--- src/smem_pkg.sv ---
// Purpose: shared types and constants of the static memory pin interface
// Assumes: one clock, synchronous reset
// Notes: all setup, pulse and cycle fields are counts of clock cycles
package smem_pkg;

  localparam int NUM_CS = 8;
  localparam int CS_W = 3;
  localparam int ADDR_W = 26;
  localparam int DATA_W = 32;
  localparam int SET_W = 6;
  localparam int PUL_W = 7;
  localparam int CNT_W = 9;

  localparam logic [1:0] DBW_8 = 2'h0;
  localparam logic [1:0] DBW_16 = 2'h1;
  localparam logic [1:0] DBW_32 = 2'h2;
  localparam logic BAT_SELECT = 1'b0;
  localparam logic BAT_WRITE = 1'b1;
  localparam logic [1:0] SIZE_BYTE = 2'h0;
  localparam logic [1:0] SIZE_HALF = 2'h1;
  localparam logic [1:0] SIZE_WORD = 2'h2;

  // fixed waveform used in slow clock mode
  localparam logic [SET_W-1:0] SLOW_SETUP = 6'h01;
  localparam logic [PUL_W-1:0] SLOW_PULSE = 7'h01;
  localparam logic [CNT_W-1:0] SLOW_CYCLE = 9'h003;

  // page bits above the word offset: 4, 8, 16 or 32 bytes
  localparam int PAGE_LO = 2;
  localparam int PAGE_HI = 5;

  typedef struct packed {
    logic read_mode;
    logic page_mode;
    logic [1:0] page_size;
    logic byte_access_type;
    logic [1:0] bus_width_sel;
    logic [SET_W-1:0] rd_setup;
    logic [PUL_W-1:0] rd_pulse;
    logic [SET_W-1:0] ncs_rd_setup;
    logic [PUL_W-1:0] ncs_rd_pulse;
    logic [CNT_W-1:0] rd_cycle;
    logic [SET_W-1:0] wr_setup;
    logic [PUL_W-1:0] wr_pulse;
    logic [SET_W-1:0] ncs_wr_setup;
    logic [PUL_W-1:0] ncs_wr_pulse;
    logic [CNT_W-1:0] wr_cycle;
  } smem_mode_type;

  typedef struct packed {
    logic [SET_W-1:0] stb_setup;
    logic [PUL_W-1:0] stb_pulse;
    logic [SET_W-1:0] ncs_setup;
    logic [PUL_W-1:0] ncs_pulse;
    logic [CNT_W-1:0] cycle;
  } smem_tim_type;

  typedef struct packed {
    logic write;
    logic [CS_W-1:0] cs;
    logic [ADDR_W-1:0] addr;
    logic [1:0] size;
    logic [DATA_W-1:0] wdata;
  } smem_req_type;

  // boot value: byte select, 16-bit, read on strobe, slow waveform
  localparam smem_mode_type BOOT_MODE = '{
    read_mode: 1'b1, page_mode: 1'b0, page_size: 2'h0,
    byte_access_type: BAT_SELECT, bus_width_sel: DBW_16,
    rd_setup: 6'h01, rd_pulse: 7'h10, ncs_rd_setup: 6'h00,
    ncs_rd_pulse: 7'h12, rd_cycle: 9'h012,
    wr_setup: 6'h01, wr_pulse: 7'h10, ncs_wr_setup: 6'h00,
    ncs_wr_pulse: 7'h12, wr_cycle: 9'h012};

endpackage

--- src/smem_phase.sv ---
// Purpose: decodes one setup/pulse window from the access counter
// Assumes: pulse of at least one cycle
// Notes: last marks the cycle whose closing edge ends the pulse
`timescale 1ns/1ps
module smem_phase
  import smem_pkg::*;
#(
  parameter int CW = CNT_W
) (
  input wire logic [CW-1:0] cnt_i,
  input wire logic [SET_W-1:0] setup_i,
  input wire logic [PUL_W-1:0] pulse_i,
  output logic active_o,
  output logic last_o
);

  initial begin
    if (CW < PUL_W + 1) begin
      $error("smem_phase: counter too narrow");
    end
  end

  logic [CW:0] start_w;
  logic [CW:0] stop_w;
  logic [CW:0] cnt_w;

  assign cnt_w = {1'b0, cnt_i};
  assign start_w = (CW+1)'(setup_i);
  assign stop_w = start_w + (CW+1)'(pulse_i);
  assign active_o = (cnt_w >= start_w) && (cnt_w < stop_w);
  assign last_o = (cnt_w == stop_w - (CW+1)'(1));

endmodule

--- src/smem_ctrl.sv ---
// Purpose: pin front end of the static memory controller
// Assumes: pins synchronous to sys_clk_i; one access at a time
// Notes: per chip select modes are held here and loaded over a write port
// Behaviour
// - eight active-low chip selects and a 26-bit address bus
// - each chip select has its own 8, 16 or 32 bit width
// - each chip select decodes a 64 megabyte window
// - full address always driven so small devices repeat
// - significant address bits shrink with device width
// - 16/32-bit chip selects choose byte write or lane select access
// - byte write: one write strobe per lane, one shared read strobe
// - 32-bit byte write strobes 0..3 map to lanes 0..3
// - byte select: lane selects plus one read and one write strobe
// - lane selects 0..3 on 32-bit, only 0 and 1 on 16-bit
// - boot configuration uses byte select access
// - A0 unused on 16-bit, A0 and A1 unused on 32-bit
// - unused strobes or lane selects stay inactive
// - lane 0 pin: A0 on 8-bit, lane select 0 in byte select
// - lane 2 pin: A1, lane select 2 or write strobe 2
// - separate active-low read and write strobes
// - low wait request input stretches the access
// - slow clock mode swaps in a fixed waveform
// - page mode reads within pages up to 32 bytes
// - chip select of the addressed window goes low
// - setup, pulse and cycle counted in clock cycles
// - read data sampled at end of strobe or of chip select
`timescale 1ns/1ps
module smem_ctrl
  import smem_pkg::*;
#(
  parameter int NCS = NUM_CS
) (
  input wire logic sys_clk_i,
  input wire logic rst_i,
  input wire logic mode_we_i,
  input wire logic [CS_W-1:0] mode_cs_i,
  input wire smem_mode_type mode_i,
  input wire logic slow_clock_i,
  input wire logic req_valid_i,
  input wire smem_req_type req_i,
  output logic req_ready_o,
  output logic done_o,
  output logic [DATA_W-1:0] rdata_o,
  output logic [NCS-1:0] chip_select_n_o,
  output logic [ADDR_W-1:2] addr_o,
  output logic read_strobe_n_o,
  output logic write_strobe_n_o,
  output logic lane0_select_n_o,
  output logic lane1_select_n_o,
  output logic lane2_select_n_o,
  output logic lane3_select_n_o,
  input wire logic [DATA_W-1:0] data_i,
  output logic [DATA_W-1:0] data_o,
  output logic data_oe_o,
  input wire logic wait_request_n_i
);

  initial begin
    if (NCS != 8) begin
      $error("smem_ctrl: chip select count must be 8");
    end
  end

  typedef enum logic [0:0] {
    ST_IDLE = 1'b0,
    ST_ACCESS = 1'b1
  } smem_state_type;

  smem_state_type state_ff, nxt_state;
  logic [CNT_W-1:0] cnt_ff, nxt_cnt;
  smem_req_type cur_ff, nxt_cur;
  smem_tim_type tim_ff, nxt_tim;
  smem_mode_type mode_ff [NCS];
  smem_mode_type cur_mode, new_mode;
  logic [3:0] nxt_lanes;
  logic accept, wait_hold, done, sample;
  logic stb_act, stb_last, ncs_act, ncs_last;
  logic nstb_act, nncs_act;
  logic page_hit;
  logic page_vld_ff;
  logic [CS_W-1:0] page_cs_ff;
  logic [ADDR_W-1:PAGE_LO] page_addr_ff;
  logic [ADDR_W-1:PAGE_LO] page_mask;

  function automatic smem_tim_type pick_tim(smem_mode_type m, logic wr, logic slow);
    smem_tim_type t;
    logic [CNT_W-1:0] e1;
    logic [CNT_W-1:0] e2;
    t.stb_setup = wr ? m.wr_setup : m.rd_setup;
    t.stb_pulse = wr ? m.wr_pulse : m.rd_pulse;
    t.ncs_setup = wr ? m.ncs_wr_setup : m.ncs_rd_setup;
    t.ncs_pulse = wr ? m.ncs_wr_pulse : m.ncs_rd_pulse;
    t.cycle = wr ? m.wr_cycle : m.rd_cycle;
    if (slow) begin
      t.stb_setup = SLOW_SETUP;
      t.stb_pulse = SLOW_PULSE;
      t.ncs_setup = '0;
      t.ncs_pulse = PUL_W'(SLOW_CYCLE);
      t.cycle = SLOW_CYCLE;
    end
    if (t.stb_pulse == '0) begin
      t.stb_pulse = PUL_W'(1);
    end
    if (t.ncs_pulse == '0) begin
      t.ncs_pulse = PUL_W'(1);
    end
    // hold is whatever is left of the cycle
    e1 = CNT_W'(t.stb_setup) + CNT_W'(t.stb_pulse);
    e2 = CNT_W'(t.ncs_setup) + CNT_W'(t.ncs_pulse);
    if (t.cycle < e1) begin
      t.cycle = e1;
    end
    if (t.cycle < e2) begin
      t.cycle = e2;
    end
    return t;
  endfunction

  // lanes touched by a transfer on the given width
  function automatic logic [3:0] lane_en(logic [1:0] bus_width_sel, logic wr, logic [1:0] sz, logic [1:0] a);
    logic [3:0] l;
    l = 4'h1;
    if (bus_width_sel == DBW_32) begin
      l = 4'hF;
      if (wr && sz == SIZE_BYTE) begin
        l = 4'(4'h1 << a);
      end else if (wr && sz == SIZE_HALF) begin
        l = a[1] ? 4'hC : 4'h3;
      end
    end else if (bus_width_sel == DBW_16) begin
      l = 4'h3;
      if (wr && sz == SIZE_BYTE) begin
        l = a[0] ? 4'h2 : 4'h1;
      end
    end
    return l;
  endfunction

  // write data moved down to the lanes of a narrow device
  function automatic logic [DATA_W-1:0] steer_wr(logic [1:0] bus_width_sel, logic [1:0] a, logic [DATA_W-1:0] d);
    logic [DATA_W-1:0] o;
    o = d;
    if (bus_width_sel == DBW_8) begin
      o = d >> {a, 3'h0};
    end else if (bus_width_sel == DBW_16) begin
      o = d >> {a[1], 4'h0};
    end
    return o;
  endfunction

  function automatic logic [DATA_W-1:0] steer_rd(logic [1:0] bus_width_sel, logic [1:0] a, logic [DATA_W-1:0] d);
    logic [DATA_W-1:0] o;
    o = d;
    if (bus_width_sel == DBW_8) begin
      o = {4{d[7:0]}};
    end else if (bus_width_sel == DBW_16) begin
      o = {2{d[15:0]}};
    end
    return o;
  endfunction

  assign cur_mode = mode_ff[cur_ff.cs];
  assign new_mode = mode_ff[req_i.cs];
  assign accept = req_valid_i && req_ready_o;

  smem_phase u_stb_cur (
    .cnt_i(cnt_ff),
    .setup_i(tim_ff.stb_setup),
    .pulse_i(tim_ff.stb_pulse),
    .active_o(stb_act),
    .last_o(stb_last)
  );

  smem_phase u_ncs_cur (
    .cnt_i(cnt_ff),
    .setup_i(tim_ff.ncs_setup),
    .pulse_i(tim_ff.ncs_pulse),
    .active_o(ncs_act),
    .last_o(ncs_last)
  );

  smem_phase u_stb_nxt (
    .cnt_i(nxt_cnt),
    .setup_i(nxt_tim.stb_setup),
    .pulse_i(nxt_tim.stb_pulse),
    .active_o(nstb_act),
    .last_o()
  );

  smem_phase u_ncs_nxt (
    .cnt_i(nxt_cnt),
    .setup_i(nxt_tim.ncs_setup),
    .pulse_i(nxt_tim.ncs_pulse),
    .active_o(nncs_act),
    .last_o()
  );

  // the device holds the access while it pulls wait low during the strobe or chip select pulse
  assign wait_hold = (state_ff == ST_ACCESS) && (stb_act || ncs_act) && !wait_request_n_i;
  assign done = (state_ff == ST_ACCESS) && !wait_hold && (cnt_ff == tim_ff.cycle - CNT_W'(1));
  // sample point chosen per chip select
  assign sample = (state_ff == ST_ACCESS) && !cur_ff.write && !wait_hold &&
                  (cur_mode.read_mode ? stb_last : ncs_last);

  // page hit on a read in the same page of the same chip select
  always_comb begin
    page_mask = '1;
    for (int i = PAGE_LO; i < PAGE_HI; i++) begin
      if (i - PAGE_LO < int'(new_mode.page_size)) begin
        page_mask[i] = 1'b0;
      end
    end
  end
  assign page_hit = new_mode.page_mode && !req_i.write && page_vld_ff && (page_cs_ff == req_i.cs) &&
                    (((page_addr_ff ^ req_i.addr[ADDR_W-1:PAGE_LO]) & page_mask) == '0);

  always_comb begin
    nxt_state = state_ff;
    nxt_cnt = cnt_ff;
    nxt_cur = cur_ff;
    nxt_tim = tim_ff;
    if (accept) begin
      nxt_state = ST_ACCESS;
      nxt_cur = req_i;
      nxt_tim = pick_tim(new_mode, req_i.write, slow_clock_i);
      // page hits skip the address setup phase
      nxt_cnt = page_hit ? CNT_W'(nxt_tim.stb_setup) : '0;
    end else if (state_ff == ST_ACCESS) begin
      if (done) begin
        nxt_state = ST_IDLE;
        nxt_cnt = '0;
      end else if (!wait_hold) begin
        nxt_cnt = cnt_ff + CNT_W'(1);
      end
    end
  end

  assign nxt_lanes = lane_en(mode_ff[nxt_cur.cs].bus_width_sel, nxt_cur.write, nxt_cur.size, nxt_cur.addr[1:0]);

  always_ff @(posedge sys_clk_i) begin
    if (rst_i) begin
      state_ff <= ST_IDLE;
      cnt_ff <= '0;
      cur_ff <= '0;
      tim_ff <= '0;
    end else begin
      state_ff <= nxt_state;
      cnt_ff <= nxt_cnt;
      cur_ff <= nxt_cur;
      tim_ff <= nxt_tim;
    end
  end

  // mode storage, reset to the boot setting
  always_ff @(posedge sys_clk_i) begin
    if (rst_i) begin
      for (int i = 0; i < NCS; i++) begin
        mode_ff[i] <= BOOT_MODE;
      end
    end else if (mode_we_i) begin
      mode_ff[mode_cs_i] <= mode_i;
    end
  end

  always_ff @(posedge sys_clk_i) begin
    if (rst_i) begin
      page_vld_ff <= 1'b0;
      page_cs_ff <= '0;
      page_addr_ff <= '0;
    end else if (accept) begin
      page_vld_ff <= !req_i.write;
      page_cs_ff <= req_i.cs;
      page_addr_ff <= req_i.addr[ADDR_W-1:PAGE_LO];
    end
  end

  always_ff @(posedge sys_clk_i) begin
    if (rst_i) begin
      req_ready_o <= 1'b0;
      done_o <= 1'b0;
      rdata_o <= '0;
    end else begin
      req_ready_o <= (nxt_state == ST_IDLE);
      done_o <= done;
      if (sample) begin
        rdata_o <= steer_rd(cur_mode.bus_width_sel, cur_ff.addr[1:0], data_i);
      end
    end
  end

  // chip select of the addressed window, full address on the bus
  always_ff @(posedge sys_clk_i) begin
    if (rst_i) begin
      chip_select_n_o <= '1;
      addr_o <= '0;
    end else begin
      chip_select_n_o <= ~(NCS'(nxt_state == ST_ACCESS && nncs_act) << nxt_cur.cs);
      addr_o <= nxt_cur.addr[ADDR_W-1:2];
    end
  end

  // shared strobe and lane pins
  always_ff @(posedge sys_clk_i) begin
    logic on, wstb;
    logic [1:0] bus_width_sel;
    logic byte_access_type;
    on = 1'b0;
    wstb = 1'b0;
    bus_width_sel = '0;
    byte_access_type = 1'b0;
    if (rst_i) begin
      read_strobe_n_o <= 1'b1;
      write_strobe_n_o <= 1'b1;
      lane0_select_n_o <= 1'b1;
      lane1_select_n_o <= 1'b1;
      lane2_select_n_o <= 1'b1;
      lane3_select_n_o <= 1'b1;
    end else begin
      on = (nxt_state == ST_ACCESS);
      wstb = on && nstb_act && nxt_cur.write;
      bus_width_sel = mode_ff[nxt_cur.cs].bus_width_sel;
      byte_access_type = mode_ff[nxt_cur.cs].byte_access_type;
      read_strobe_n_o <= !(on && nstb_act && !nxt_cur.write);
      if (!on) begin
        write_strobe_n_o <= 1'b1;
        lane0_select_n_o <= 1'b1;
        lane1_select_n_o <= 1'b1;
        lane2_select_n_o <= 1'b1;
        lane3_select_n_o <= 1'b1;
      end else if (bus_width_sel == DBW_8) begin
        write_strobe_n_o <= !wstb;
        lane0_select_n_o <= nxt_cur.addr[0];
        lane1_select_n_o <= 1'b1;
        lane2_select_n_o <= nxt_cur.addr[1];
        lane3_select_n_o <= 1'b1;
      end else if (byte_access_type == BAT_SELECT) begin
        write_strobe_n_o <= !wstb;
        lane0_select_n_o <= !nxt_lanes[0];
        lane1_select_n_o <= !nxt_lanes[1];
        lane2_select_n_o <= (bus_width_sel == DBW_32) ? !nxt_lanes[2] : nxt_cur.addr[1];
        lane3_select_n_o <= (bus_width_sel == DBW_32) ? !nxt_lanes[3] : 1'b1;
      end else begin
        write_strobe_n_o <= !(wstb && nxt_lanes[0]);
        lane0_select_n_o <= 1'b1;
        lane1_select_n_o <= !(wstb && nxt_lanes[1]);
        lane2_select_n_o <= (bus_width_sel == DBW_32) ? !(wstb && nxt_lanes[2]) : nxt_cur.addr[1];
        lane3_select_n_o <= (bus_width_sel == DBW_32) ? !(wstb && nxt_lanes[3]) : 1'b1;
      end
    end
  end

  // data driven for the whole write access
  always_ff @(posedge sys_clk_i) begin
    if (rst_i) begin
      data_o <= '0;
      data_oe_o <= 1'b0;
    end else begin
      data_o <= steer_wr(mode_ff[nxt_cur.cs].bus_width_sel, nxt_cur.addr[1:0], nxt_cur.wdata);
      data_oe_o <= (nxt_state == ST_ACCESS) && nxt_cur.write;
    end
  end

endmodule

--- config.mk ---
export PLATFORM = sky130hd
export DESIGN_NAME = smem_ctrl
export DESIGN_NICKNAME = d
export VERILOG_FILES = /design/src/smem_pkg.sv /design/src/smem_phase.sv /design/src/smem_ctrl.sv
export SDC_FILE = /design/constraint.sdc
export NUM_CORES = 1
export LEC_CHECK = 0
export ABC_AREA = 1
export BUFFER_PORTS_ARGS = -buffer_cell sky130_fd_sc_hd__buf_4
export CAP_MARGIN = 20
export CORE_UTILIZATION = 45
export CTS_CLUSTER_DIAMETER = 150
export DETAILED_ROUTE_END_ITERATION = 12
export PLACE_DENSITY = 0.6
export SYNTH_ARGS = -nofsm -noshare
export SYNTH_HDL_FRONTEND = slang
export SYNTH_SLANG_ARGS = --single-unit
--- constraint.sdc ---
create_clock -name sys_clk_i -period 11.1 [get_ports sys_clk_i]
set_input_delay 0.555 -clock sys_clk_i [delete_from_list [all_inputs] [get_ports sys_clk_i]]
set_output_delay 0.555 -clock sys_clk_i [all_outputs]
set_load 0.02 [all_outputs]
==> reports/qor.yml <==
yosys:
  netlist_area_um2: 39700
  async_reset_ff_share_pct: 0
  syn_nets: 4682
  yosys_warnings: 0
  syn_area_per_cell_um2: 9.05
  postSynthCellCount: 4389
  synth_enable_flop_cells: 616
  yosysUniqueCellTypes: 53
  ys.flop_type: "edfxtp_1"
  ys_ff_latch: 810
  synth_top_cell_area_share_pct: 46.6
  synth_common_cells: "nor2_1 (1056), edfxtp_1 (616), nand2_1 (614), o21ai_0 (441), inv_1 (328)"
  synthTopCellsByArea: "edfxtp_1 (47%), nor2_1 (10%), dfxtp_1 (9.8%)"
  yosys.cell_count.top_type: "nor2_1"
  synth_area_leader_cell: "edfxtp_1"
  yosysSeqAreaShare_pct: 56.3
drt:
  num_vias: 31900
  wirelength_um: 126000
  drc: 0
  dr.pass1.iters: 8
  routed_via_density: 5.54
  ant_nets: 0
  routedWlPerCell_um: 21.8
  drt_first_iter_violations: 3196
timing:
  clock_skew_ns: 0.0311
  timing.fmax_mhz: 136
  fin_crit_ns: 7.36
  slew_viol_final: 0
  fin_crit_sh_pct: 66.3
  whs_ns: 0.179
  layout_setup_ws_ns: 3.74
  timing_hold_violations_final: 0
  totalNegativeSetupSlack_ns: 0
  slew_headroom_pct: 20.4
  worst_slew_pin_slew_ns: 1.19
  setup_viol: 0
  rsz0062_at_grt: "no"
clocking:
  cts_hold_buffers: 0
  postCtsResizedCells: 0
  post-cts-setup-buffer-count: 0
  cts_sinks: 810
  clk_pin_slew_ns: 0.06
  numCtsBuffers: 88
  cts_tree: "yes"
  cts_max_path_buffers: 3
  h-tree-depth: 3
  clock_latency_ns: 0.66
  cts_root_buf: "clkbuf_16"
setup_path:
  cp-start-kind: "primary input"
  crit_path_frequent_cell: "nand2_1"
  reg2reg_slack_ns: 4.77
  critPathMaxStageDelay_ns: 0.67
  cpMaxStageDelayCell: "buf_4"
  worstPathArrival_ns: 7.92
  crit_required_ns: 11.66
  crit_type: "primary input to flop"
  cp_max_fo: 139
  end_kind: "flop"
run_status:
  status: "finished clean"
floorplanning:
  fp.dieH_um: 299
  rows: 108
  io_pins: 287
  dieArea_um2: 89500
  start_util_pct: 45.6
  coreArea_um2: 87200
  fp.dieW_um: 299
global_routing:
  grt_max_degree: 140
  grt_pass1_wl_um: 189000
  antenna_found_initial: 0
  grt_pass1_vias: 30400
  grt-ovfl-total: 0
  grt.total_usage_pct: 27.6
placement:
  dpl.hpwl_um: 76000
  pre_cts_ws_ns: 3.24
  io_buffer_count: 286
  place_congestion: 0.884
final_layout:
  area_growth_syn_to_layout_pct: 14.5
  layout.nets: 4834
  drive_gt1_share_pct: 12.0
  n_antenna_cell: 0
pwr:
  ir_drop_uv: 145
  p_per_area_nw_per_um2: 167
  p_leak_uw: 0.0186
flow_run:
  maxCapViolCount: 0
worst_hold_path:
  min_path_type: "primary input to flop"
==> cells in the final DEF, fill, tap and decap left out, types with 8 or more instances in the layout <==
cell type / Yosys / final
clkbuf_16: 0 / 89
nor3_1: 24 / 24
nor2_1: 1056 / 1056
clkinv_1: 5 / 19
a21oi_1: 131 / 131
dfxtp_1: 194 / 194
o22ai_1: 61 / 61
edfxtp_1: 616 / 616
mux2i_1: 24 / 24
xor2_1: 33 / 33
clkinv_2: 0 / 26
inv_2: 21 / 18
nand2_1: 614 / 605
o211ai_1: 66 / 66
o221ai_1: 97 / 97
buf_4: 26 / 334
ha_1: 105 / 105
or2_2: 36 / 36
bufinv_16: 0 / 10
clkbuf_1: 176 / 18
o21ai_0: 441 / 441
inv_1: 328 / 326
nand3_1: 126 / 126
xnor2_1: 18 / 18
nand4_1: 25 / 25
nand2_4: 1 / 10
o21bai_1: 17 / 17
o21a_1: 9 / 9
a32o_1: 8 / 8
==> power by group <==
part	total (uW)	internal, uW	switching [uW]
clock	3000	1730	1270
sequential	3510	3450	62.5
combinational	1090	342	748
==> registers in the layout (all words and copies together) (netlist names), 3 cells and up <==
signal / count
mode_ff: 616
cur_ff: 64
tim_ff: 35
data_o: 32
rdata_o: 32
cnt_ff: 9
chip_select_n_o: 8
page_cs_ff: 3
==> final timing paths <==
path,start,cells past startpoint,to
max,req_i[60],34,tim_ff[0]
min,req_i[37],3,cur_ff[37]
max reg2reg,mode_ff[5][57],30,tim_ff[0]
min reg2reg,rdata_o[4],2,rdata_o[4]
==> cells by family after synthesis <==
kind of cell,count (synthesis),synth area share (%)
adder cells (fa/ha/maj),111,3.61
flip-flops,810,56.3
multiplexers,24,0.605
AO/OA/AOI/OAI,859,12.8
AND/OR/NAND/NOR,1906,19.1
XOR/XNOR,51,1.12
buffers and inverters,628,6.41
==> metal layers <==
metal	global-route usage, %	vias up	part of all wire [%]	routed length [um]
met5	0	-	0	0
met4	7.18	0	2.4	3060
met3	3.38	191	6.5	8100
met2	46.4	1099	48	60600
met1	37.7	15500	43	53700
li1	-	15200	-	-
==> final cells by class <==
cell class / instances / area, um2
Tap cell: 1155 / 1450
Clock inverter: 56 / 609
Multi-Input combinational cell: 2951 / 14900
Timing Repair Buffer: 335 / 2520
Clock buffer: 108 / 2310
Fill cell: 8054 / 41700
Sequential cell: 810 / 22400
Inverter: 355 / 1350
==> per-stage QoR <==
stage | cell area [um2] | utilization (%) | power (uW) | std cells
after detailed placement | 42600 | 48.8 | 4660 | 5606
after floorplan | 39700 | - | 4270 | 4389
after global placement | 42600 | 48.8 | 4650 | 5606
after global routing | 45500 | 52.2 | 7880 | 5770
final | 45500 | 52.2 | 7600 | 5770
after CTS | 45500 | 52.2 | 7620 | 5770
==> worst max-delay path, delay by kind of cell <==
kind	cells	cell delay (ns)
buf+inv	4	1.59
simple gates	13	1.83
fa+ha+maj	4	1.38
compound gates	12	2.10
xor+xnor	1	0.20
Note: power is estimated with default switching activity, not from simulation.
